==> config.mk <==
export PLATFORM = sky130hd
export DESIGN_NAME = convert_ctrl_flat
export DESIGN_NICKNAME = d
export VERILOG_FILES = /design/src/conv_pkg.sv /design/src/conv_link_if.sv /design/src/convert_ctrl.sv /design/src/result_format.sv /design/src/flat_wrapper.sv
export SDC_FILE = /design/constraint.sdc
export NUM_CORES = 1
export LEC_CHECK = 0
export BUFFER_PORTS_ARGS = -buffer_cell sky130_fd_sc_hd__buf_2
export CORE_MARGIN = 8
export CORE_UTILIZATION = 45
export CTS_CLUSTER_SIZE = 14
export DETAILED_ROUTE_END_ITERATION = 16
export HOLD_SLACK_MARGIN = 0.08
export PLACE_DENSITY = 0.68
export SYNTH_ARGS = -nofsm -noshare
export SYNTH_HDL_FRONTEND = slang
export SYNTH_SLANG_ARGS = --single-unit
==> constraint.sdc <==
create_clock -name clock_i -period 3.6 [get_ports clock_i]
set_clock_uncertainty 0.05 [all_clocks]
set_input_delay 0 -clock clock_i [delete_from_list [all_inputs] [get_ports clock_i]]
set_output_delay 0 -clock clock_i [all_outputs]
set_load 0.1 [all_outputs]
==> src/conv_pkg.sv <==
// shared constants and types for the converter control and the cpu sleep side
`default_nettype none
package conv_pkg;
   // converter register offsets on the link
   localparam logic [1:0] OFS_CTRL = 2'h0;
   localparam logic [1:0] OFS_SELECT = 2'h1;
   localparam logic [1:0] OFS_RES_LOW = 2'h2;
   localparam logic [1:0] OFS_RES_HIGH = 2'h3;
   // control register fields
   localparam int CTRL_ENABLE_BIT = 7;
   localparam int CTRL_START_BIT = 6;
   localparam int CTRL_FREE_RUN_BIT = 5;
   localparam int CTRL_DONE_BIT = 4;
   localparam int CTRL_IRQ_EN_BIT = 3;
   localparam logic [7:0] CTRL_RESET = 8'h00;
   // select register fields
   localparam int SEL_REF_LSB = 6;
   localparam int SEL_ALIGN_BIT = 5;
   localparam logic [7:0] SELECT_RESET = 8'h00;
   // reference source codes
   localparam logic [1:0] REF_EXTERNAL_PIN = 2'h0;
   localparam logic [1:0] REF_ANALOG_SUPPLY = 2'h1;
   localparam logic [1:0] REF_RESERVED = 2'h2;
   localparam logic [1:0] REF_BANDGAP_2V56 = 2'h3;
   // differential channel codes
   localparam logic [4:0] MUX_DIFF_FIRST = 5'h08;
   localparam logic [4:0] MUX_DIFF_LAST = 5'h1d;
   // code limits on the 12-bit signed analog sample
   localparam logic signed [11:0] SE_CODE_MIN = 12'sh000;
   localparam logic signed [11:0] SE_CODE_MAX = 12'sh3ff;
   localparam logic signed [11:0] DIFF_CODE_MIN = 12'she00;
   localparam logic signed [11:0] DIFF_CODE_MAX = 12'sh1ff;
   localparam logic [9:0] CODE_RESET = 10'h000;
   // conversion timing in converter clocks, then in system clocks
   localparam int CONV_CLK_DIV = 2;
   localparam int FIRST_CONV_CYCLES = 25;
   localparam int NORMAL_CONV_CYCLES = 13;
   localparam logic [7:0] FIRST_SYS_CYCLES = 8'(FIRST_CONV_CYCLES * CONV_CLK_DIV);
   localparam logic [7:0] NORMAL_SYS_CYCLES = 8'(NORMAL_CONV_CYCLES * CONV_CLK_DIV);
   // cpu side register offsets
   localparam logic [2:0] HOST_OFS_CTRL = 3'h4;
   localparam logic [2:0] HOST_OFS_SLEEP = 3'h5;
   localparam logic [2:0] HOST_OFS_STATUS = 3'h6;
   localparam int HOST_GIE_BIT = 0;
   // sleep modes and interrupt vectors
   typedef enum logic [2:0] {
      SLEEP_IDLE, SLEEP_NOISE_REDUCE, SLEEP_POWER_DOWN,
      SLEEP_POWER_SAVE, SLEEP_STANDBY, SLEEP_EXT_STANDBY
   } sleep_mode_e;
   typedef enum logic [1:0] {VEC_NONE, VEC_CONV_DONE, VEC_OTHER} vector_e;
endpackage : conv_pkg
`default_nettype wire

==> src/conv_link_if.sv <==
// link between the converter control and the cpu sleep and interrupt side
`default_nettype none
interface conv_link_if;
   import conv_pkg::*;
   logic wr;
   logic rd;
   logic [1:0] addr;
   logic [7:0] wdata;
   logic [7:0] rdata;
   sleep_mode_e sleep_mode;
   logic cpu_halted;
   logic done_irq;
   logic irq_ack;
   modport dev_mp (
      input wr, rd, addr, wdata, sleep_mode, cpu_halted, irq_ack,
      output rdata, done_irq
   );
   modport cpu_mp (
      output wr, rd, addr, wdata, sleep_mode, cpu_halted, irq_ack,
      input rdata, done_irq
   );
endinterface : conv_link_if
`default_nettype wire

==> src/convert_ctrl.sv <==
// converter control: start, sleep start, timing, clamping and result registers
`default_nettype none
module convert_ctrl
   import conv_pkg::*;
(
   // clock and reset
   input wire logic clock_i,
   input wire logic srst_i,
   // cpu side link
   conv_link_if.dev_mp link,
   // analog front end
   output logic [1:0] ref_select_o,
   output logic [4:0] channel_o,
   output logic differential_o,
   output logic converting_o,
   output logic sample_o,
   input wire logic signed [11:0] analog_value_i
);
   typedef enum logic {ST_IDLE, ST_CONVERT} conv_state_e;

   conv_state_e state_ff, nxt_state;
   logic enable_ff, nxt_enable;
   logic free_run_ff, nxt_free_run;
   logic done_ff, nxt_done;
   logic irq_en_ff, nxt_irq_en;
   logic first_ff, nxt_first;
   logic halted_q_ff, nxt_halted_q;
   logic [7:0] select_ff, nxt_select;
   logic [7:0] cnt_ff, nxt_cnt;
   logic [9:0] code_ff, nxt_code;
   logic [1:0] ref_ff, nxt_ref;
   logic [4:0] chan_ff, nxt_chan;
   logic diff_ff, nxt_diff;
   logic [7:0] rdata_ff, nxt_rdata;
   logic wr_ctrl;
   logic start_now;
   logic finish;
   logic sleep_start;
   logic [7:0] fmt_low;
   logic [7:0] fmt_high;
   logic sel_is_diff;

   // clamp the analog sample into the code range of the mode
   function automatic logic [9:0] clamp_code(input logic signed [11:0] v, input logic diff);
      logic signed [11:0] r;
      r = v;
      if (diff) begin
         if (v > DIFF_CODE_MAX) r = DIFF_CODE_MAX;
         if (v < DIFF_CODE_MIN) r = DIFF_CODE_MIN;
      end else begin
         if (v > SE_CODE_MAX) r = SE_CODE_MAX;
         if (v < SE_CODE_MIN) r = SE_CODE_MIN;
      end
      // bit 9 of a differential code is its sign
      return r[9:0];
   endfunction : clamp_code

   // any code in the differential band, same-channel pairs included
   assign sel_is_diff = (select_ff[4:0] >= MUX_DIFF_FIRST) &&
                        (select_ff[4:0] <= MUX_DIFF_LAST);

   // result presentation follows the live alignment bit
   result_format u_format (
      .code_i(code_ff),
      .left_align_i(select_ff[SEL_ALIGN_BIT]),
      .low_o(fmt_low),
      .high_o(fmt_high)
   );

   // strobes and events
   assign wr_ctrl = link.wr && (link.addr == OFS_CTRL);
   assign finish = (state_ff == ST_CONVERT) && (cnt_ff == 8'h01) && enable_ff;
   // halt edge in a noise-friendly mode starts a conversion by itself
   assign sleep_start = link.cpu_halted && !halted_q_ff && enable_ff &&
                        (state_ff == ST_IDLE) &&
                        ((link.sleep_mode == SLEEP_IDLE) ||
                         (link.sleep_mode == SLEEP_NOISE_REDUCE));
   // deeper sleep modes simply do not touch the enable bit
   assign start_now = (wr_ctrl && link.wdata[CTRL_START_BIT] && link.wdata[CTRL_ENABLE_BIT] &&
                       (state_ff == ST_IDLE)) || sleep_start ||
                      (finish && free_run_ff);

   // next state of the whole converter
   always_comb begin
      nxt_state = state_ff;
      nxt_enable = enable_ff;
      nxt_free_run = free_run_ff;
      nxt_done = done_ff;
      nxt_irq_en = irq_en_ff;
      nxt_first = first_ff;
      nxt_halted_q = link.cpu_halted;
      nxt_select = select_ff;
      nxt_cnt = cnt_ff;
      nxt_code = code_ff;
      nxt_ref = ref_ff;
      nxt_chan = chan_ff;
      nxt_diff = diff_ff;
      nxt_rdata = 8'h00;
      // control writes; the done bit clears on a written one or on an irq ack
      if (wr_ctrl) begin
         nxt_enable = link.wdata[CTRL_ENABLE_BIT];
         nxt_free_run = link.wdata[CTRL_FREE_RUN_BIT];
         nxt_irq_en = link.wdata[CTRL_IRQ_EN_BIT];
         if (link.wdata[CTRL_DONE_BIT]) nxt_done = 1'b0;
         if (link.wdata[CTRL_ENABLE_BIT] && !enable_ff) nxt_first = 1'b1;
      end
      if (link.irq_ack) nxt_done = 1'b0;
      if (link.wr && (link.addr == OFS_SELECT)) nxt_select = link.wdata;
      // selection tracks the register while idle, locked while converting
      if (state_ff == ST_IDLE) begin
         nxt_ref = select_ff[SEL_REF_LSB +: 2];
         nxt_chan = select_ff[4:0];
         nxt_diff = sel_is_diff;
      end
      // conversion sequencing
      if (state_ff == ST_CONVERT) begin
         if (!nxt_enable) begin
            nxt_state = ST_IDLE;
            nxt_cnt = 8'h00;
         end else if (finish) begin
            nxt_code = clamp_code(analog_value_i, diff_ff);
            // completion sets the flag and wins over any clear this cycle
            nxt_done = 1'b1;
            nxt_state = ST_IDLE;
            nxt_cnt = 8'h00;
         end else begin
            nxt_cnt = cnt_ff - 8'h01;
         end
      end
      if (start_now) begin
         nxt_state = ST_CONVERT;
         nxt_cnt = (first_ff || nxt_first) ? FIRST_SYS_CYCLES : NORMAL_SYS_CYCLES;
         nxt_first = 1'b0;
         // a restart samples the freshly unlocked selection
         nxt_ref = select_ff[SEL_REF_LSB +: 2];
         nxt_chan = select_ff[4:0];
         nxt_diff = sel_is_diff;
      end
      if (!nxt_enable) nxt_first = 1'b0;
      // read data stands only in the cycle after the read strobe
      if (link.rd) begin
         unique case (link.addr)
            OFS_CTRL: nxt_rdata = {enable_ff, (state_ff == ST_CONVERT), free_run_ff,
                                   done_ff, irq_en_ff, 3'h0};
            OFS_SELECT: nxt_rdata = select_ff;
            OFS_RES_LOW: nxt_rdata = fmt_low;
            OFS_RES_HIGH: nxt_rdata = fmt_high;
         endcase
      end
   end

   // register stage
   always_ff @(posedge clock_i) begin
      if (srst_i) begin
         state_ff <= ST_IDLE;
         enable_ff <= CTRL_RESET[CTRL_ENABLE_BIT];
         free_run_ff <= CTRL_RESET[CTRL_FREE_RUN_BIT];
         done_ff <= CTRL_RESET[CTRL_DONE_BIT];
         irq_en_ff <= CTRL_RESET[CTRL_IRQ_EN_BIT];
         first_ff <= 1'b0;
         halted_q_ff <= 1'b0;
         select_ff <= SELECT_RESET;
         cnt_ff <= 8'h00;
         code_ff <= CODE_RESET;
         ref_ff <= REF_EXTERNAL_PIN;
         chan_ff <= 5'h00;
         diff_ff <= 1'b0;
         rdata_ff <= 8'h00;
      end else begin
         state_ff <= nxt_state;
         enable_ff <= nxt_enable;
         free_run_ff <= nxt_free_run;
         done_ff <= nxt_done;
         irq_en_ff <= nxt_irq_en;
         first_ff <= nxt_first;
         halted_q_ff <= nxt_halted_q;
         select_ff <= nxt_select;
         cnt_ff <= nxt_cnt;
         code_ff <= nxt_code;
         ref_ff <= nxt_ref;
         chan_ff <= nxt_chan;
         diff_ff <= nxt_diff;
         rdata_ff <= nxt_rdata;
      end
   end

   // outputs; the request stays up whether or not the cpu was already awake
   assign link.done_irq = done_ff && irq_en_ff;
   assign link.rdata = rdata_ff;
   assign ref_select_o = ref_ff;
   assign channel_o = chan_ff;
   assign differential_o = diff_ff;
   assign converting_o = (state_ff == ST_CONVERT);
   // sample strobe marks the cycle whose analog value becomes the code, unless a control write clears the enable bit in that cycle
   assign sample_o = finish;
endmodule : convert_ctrl
`default_nettype wire

==> src/result_format.sv <==
// aligns the 10-bit result into the low and high result bytes
`default_nettype none
module result_format (
   // code and alignment
   input wire logic [9:0] code_i,
   input wire logic left_align_i,
   // result bytes
   output logic [7:0] low_o,
   output logic [7:0] high_o
);
   // purely combinational, so an alignment change shows at once
   always_comb begin
      if (left_align_i) begin
         low_o = {code_i[1:0], 6'h00};
         high_o = code_i[9:2];
      end else begin
         low_o = code_i[7:0];
         high_o = {6'h00, code_i[9:8]};
      end
   end
endmodule : result_format
`default_nettype wire

==> src/flat_wrapper.sv <==
// flat-port wrapper written by rule: the top's interface ports become plain ports
module convert_ctrl_flat import conv_pkg::*;
  (clock_i, srst_i, ref_select_o, channel_o, differential_o, converting_o, sample_o, analog_value_i, link_wr, link_rd, link_addr, link_wdata, link_sleep_mode, link_cpu_halted, link_irq_ack, link_rdata, link_done_irq);
  conv_link_if link_i ();
  input wire logic clock_i;
  input wire logic srst_i;
  output logic [1:0] ref_select_o;
  output logic [4:0] channel_o;
  output logic differential_o;
  output logic converting_o;
  output logic sample_o;
  input wire logic signed [11:0] analog_value_i;
  input wire logic [$bits(link_i.wr)-1:0] link_wr;
  input wire logic [$bits(link_i.rd)-1:0] link_rd;
  input wire logic [$bits(link_i.addr)-1:0] link_addr;
  input wire logic [$bits(link_i.wdata)-1:0] link_wdata;
  input wire logic [$bits(link_i.sleep_mode)-1:0] link_sleep_mode;
  input wire logic [$bits(link_i.cpu_halted)-1:0] link_cpu_halted;
  input wire logic [$bits(link_i.irq_ack)-1:0] link_irq_ack;
  output wire logic [$bits(link_i.rdata)-1:0] link_rdata;
  output wire logic [$bits(link_i.done_irq)-1:0] link_done_irq;
  assign link_i.wr = link_wr;
  assign link_i.rd = link_rd;
  assign link_i.addr = link_addr;
  assign link_i.wdata = link_wdata;
  assign link_i.sleep_mode = link_sleep_mode;
  assign link_i.cpu_halted = link_cpu_halted;
  assign link_i.irq_ack = link_irq_ack;
  assign link_rdata = link_i.rdata;
  assign link_done_irq = link_i.done_irq;
  convert_ctrl u_core (.clock_i(clock_i), .srst_i(srst_i), .link(link_i), .ref_select_o(ref_select_o), .channel_o(channel_o), .differential_o(differential_o), .converting_o(converting_o), .sample_o(sample_o), .analog_value_i(analog_value_i));
endmodule
==> results.md <==
- Post-route setup TNS: 0 ns
- Placement Rows: 26
- Total Power: 0.00107 W
- 1st-pass router iterations: 4
- F_max: 473 MHz
- Setup Crit Path Kind: flop to flop
- Syn_nets: 347
- Max clock buf depth: 2
- Gr usage total: 16.2%
- Distinct cells, synth: 49
- Number of synthesized flops with an enable pin: 0
- Critical path data required time: 3.70 ns
- Post-route worst setup slack: 1.49 ns
- Crit start category: flop
- Initial Utilization: 47.1%
- Pwr/cell area: 366 nW/um^2
- Area share of the largest cell type after synthesis: 40.5%
- Leak: 1.17 nW
- Area leader, netlist: dfxtp_1
- Port Buffers: 48
- Mux cell area share after synthesis: 5.68%
- Compound-Gate Fraction of Synth Area: 18.5%
- DP HPWL: 4.20 mm
- Place WS: 1.50 ns
- Count leader, synth: nor2_1
- Netlist Area Pre-Place: 2420 um^2
- FF+latch area: 981 um^2
- Largest net degree at the start of global routing: 44
- Seq cells post-synth: 49
- CTS tree: done
- DRC violations left: 0
- Critical R2R Launch: u_core.cnt_ff[1]$_SDFFE_PP0P_
- Slowest stage cell, crit path: dfxtp_1
- CP delay by family, top: compound AO/OA/AOI/OAI gates
- Run status: completed
- Int Power: 0.000762 W
- CTS resizes: 0
- Hold-fix buffers at CTS: 18
- Final max-slew violation count: 0
- Crit share post-route: 58.7%
- Max VDD drop: 0.000196 V
- Crit path time final: 2.11 ns
- Net Sw Frac: 28.9%
- Max-slew headroom: 46.8%
- Seq/Total Area, Yosys: 40.5%
- Total gr overflow: 0
- Crit path DAT: 2.21 ns
- Number of global-route vias before repair: 2114
- R2R cell count: 8
- Initial antenna violation count: 0
- Hold Path Depth: 5
- Sequential Power Share: 53.5%
- Gpl congestion: 0.795
- Worst Tran Pin Value: 0.798 ns
- Critical hold path startpoint: analog_value_i[1]
- Most frequent cells after synthesis: 67 x nor2_1, 49 x dfxtp_1, 36 x nand2_1, 32 x a21oi_1, 16 x clkbuf_1
- Multi-input logic area: 1310 um^2
- 1st-iter DRT viols: 210
- Antenna diode count: 0
- Boundary pin count: 50
- Wire length per cell: 13.9 um
- Worst-path maximum fanout: 12
- Filler cells: 510
- Worst Hold Path EP: u_core.code_ff[1]$_SDFFE_PP0P_
- Mean area per synthesized cell: 7.71 um^2
- Worst skew pair latency: 0.29 ns
- Main combinational cell family by area after synthesis: simple AND/OR/NAND/NOR gates
- Inserted Clock Buffers: 5
- Setup bufs post-CTS: 0
- R2R setup slack: 1.49 ns
- RSZ-0062 raised after global routing: no
- First-pass GRT wire length: 10.1 mm
- Synthesized-area fraction occupied by and/or/nand/nor cells: 28.7%
- Max Cap Viol: 0
- Final hold violations: 0
- Via/cell ratio: 5.35
- Main synth FF type: dfxtp_1
- Layout cells sized above 1: 17.7%
- Ys Warns: 0
- Core area: 5140 um^2
- Synth async-reset ratio: 0%
- Endpoint type of the worst setup path: flop
- CTS root buf: clkbuf_8
- Switching power: 0.000309 W
- Worst r2r dst: u_core.cnt_ff[3]$_SDFFE_PP0P_
- Worst path max stage delay: 0.38 ns
- CP cell instances: inv_1 > ha_1 > and4bb_2 > a31oi_1 > buf_4 > nor2b_1 > a22oi_1 > o22ai_1
- CP bufs+invs: 2
- Die height: 89.4 um
- Clock power frac: 29.0%
- Area Growth Syn to Fin: 20.8%
- Post-route antenna net violation count: 0
- Final setup violation count: 0
- Die Wd: 89.4 um
- Vias: 2339
- Clock Sinks: 49
- Comb power frac: 17.5%
- H-tree depth: 2
- Adder-cell share of the synthesized area: 1.03%
- Synth area leaders: dfxtp_1 40%, nor2_1 10%, a21oi_1 6.6%
- Area of the die: 7990 um^2
- Post-Route Hold Slack: 0.0991 ns
- Xor/xnor share of the synthesized area: 0%
- Final net count: 399
- Synth Instances: 314
- Final wirelength: 6.07 mm
- Clock slew at reported path FFs: 0.08 ns
- Hold Path Class: primary input to flop
-- power groups by stage --
stage          sequential [W]  clock [W]  combinational, W
2_1_floorplan        0.000611          0          0.000105
3_3_place_gp         0.000585          0          0.000173
3_5_place_dp         0.000586          0          0.000174
4_1_cts              0.000573   0.000320          0.000186
5_1_grt              0.000576   0.000344          0.000207
6_report             0.000573   0.000311          0.000187
-- per-layer routing --
layer	vias up	global-route usage [%]	wire (um)
met1	1071	20.8	2730
met2	71	25.5	2870
met3	6	4.23	390
li1	1191	-	-
met4	0	5.74	77
met5	-	0	0
-- tightest hold or removal path: cells and delay by family --
family          cells  cell delay (ns)
buf+inv             1             0.10
compound gates      2             0.20
simple gates        2             0.09
-- through the flow --
stage          instance area [um^2]  instances  util, %
2_1_floorplan                  2420        314        -
3_3_place_gp                   2660        411     51.8
3_5_place_dp                   2660        411     51.8
4_1_cts                        2930        437     56.9
5_1_grt                        2930        437     56.9
6_report                       2930        437     56.9
-- worst max-delay path by stage --
stage	startpoint	endpoint	slack [ns]	cells past startpoint
after CTS	u_core.cnt_ff[1]$_SDFFE_PP0P_	u_core.cnt_ff[3]$_SDFFE_PP0P_	1.48	8
after detailed placement	u_core.cnt_ff[1]$_SDFFE_PP0P_	u_core.cnt_ff[3]$_SDFFE_PP0P_	1.50	8
after global placement	u_core.cnt_ff[1]$_SDFFE_PP0P_	u_core.cnt_ff[3]$_SDFFE_PP0P_	1.53	8
after floorplan	u_core.converting_o$_SDFF_PP0_	sample_o	1.08	2
final	u_core.cnt_ff[1]$_SDFFE_PP0P_	u_core.cnt_ff[3]$_SDFFE_PP0P_	1.49	8
after global routing	u_core.cnt_ff[1]$_SDFFE_PP0P_	u_core.cnt_ff[3]$_SDFFE_PP0P_	1.32	8
-- cell usage in the layout (no fill, tap or decap), drive strengths merged, types with 7 or more instances in the layout --
cell type / count
a211oi: 14
a21oi: 32
buf: 50
dfxtp: 49
dlygate4sd3: 18
inv: 9
mux2i: 10
nand2: 36
nand3: 9
nor2: 67
nor3: 7
-- registers in the layout (all words and copies together), names as in the netlist --
signal                 cells
u_core.first_ff            1
u_core.converting_o        1
u_core.channel_o           5
u_core.done_ff             1
u_core.irq_en_ff           1
u_core.enable_ff           1
u_core.ref_select_o        2
u_core.code_ff            10
u_core.select_ff           8
u_core.free_run_ff         1
u_core.link.rdata          8
u_core.cnt_ff              8
u_core.halted_q_ff         1
u_core.differential_o      1
-- cell type report --
cell class / instances / area share (%)
Multi-Input combinational cell: 233 / 44.6
Sequential cell: 49 / 33.5
Timing Repair Buffer: 68 / 14.9
Tap cell: 70 / 2.99
Clock buffer: 6 / 2.48
Inverter: 9 / 1.15
Clock inverter: 2 / 0.342
-- cell families after synthesis --
| kind of cell | Yosys count |
|---|---|
| flip-flops | 49 |
| buffers and inverters | 32 |
| AND/OR/NAND/NOR | 147 |
| AO/OA/AOI/OAI | 71 |
| adder cells (fa/ha/maj) | 2 |
| multiplexers | 13 |
No activity file was read; power rests on OpenSTA's default activity.
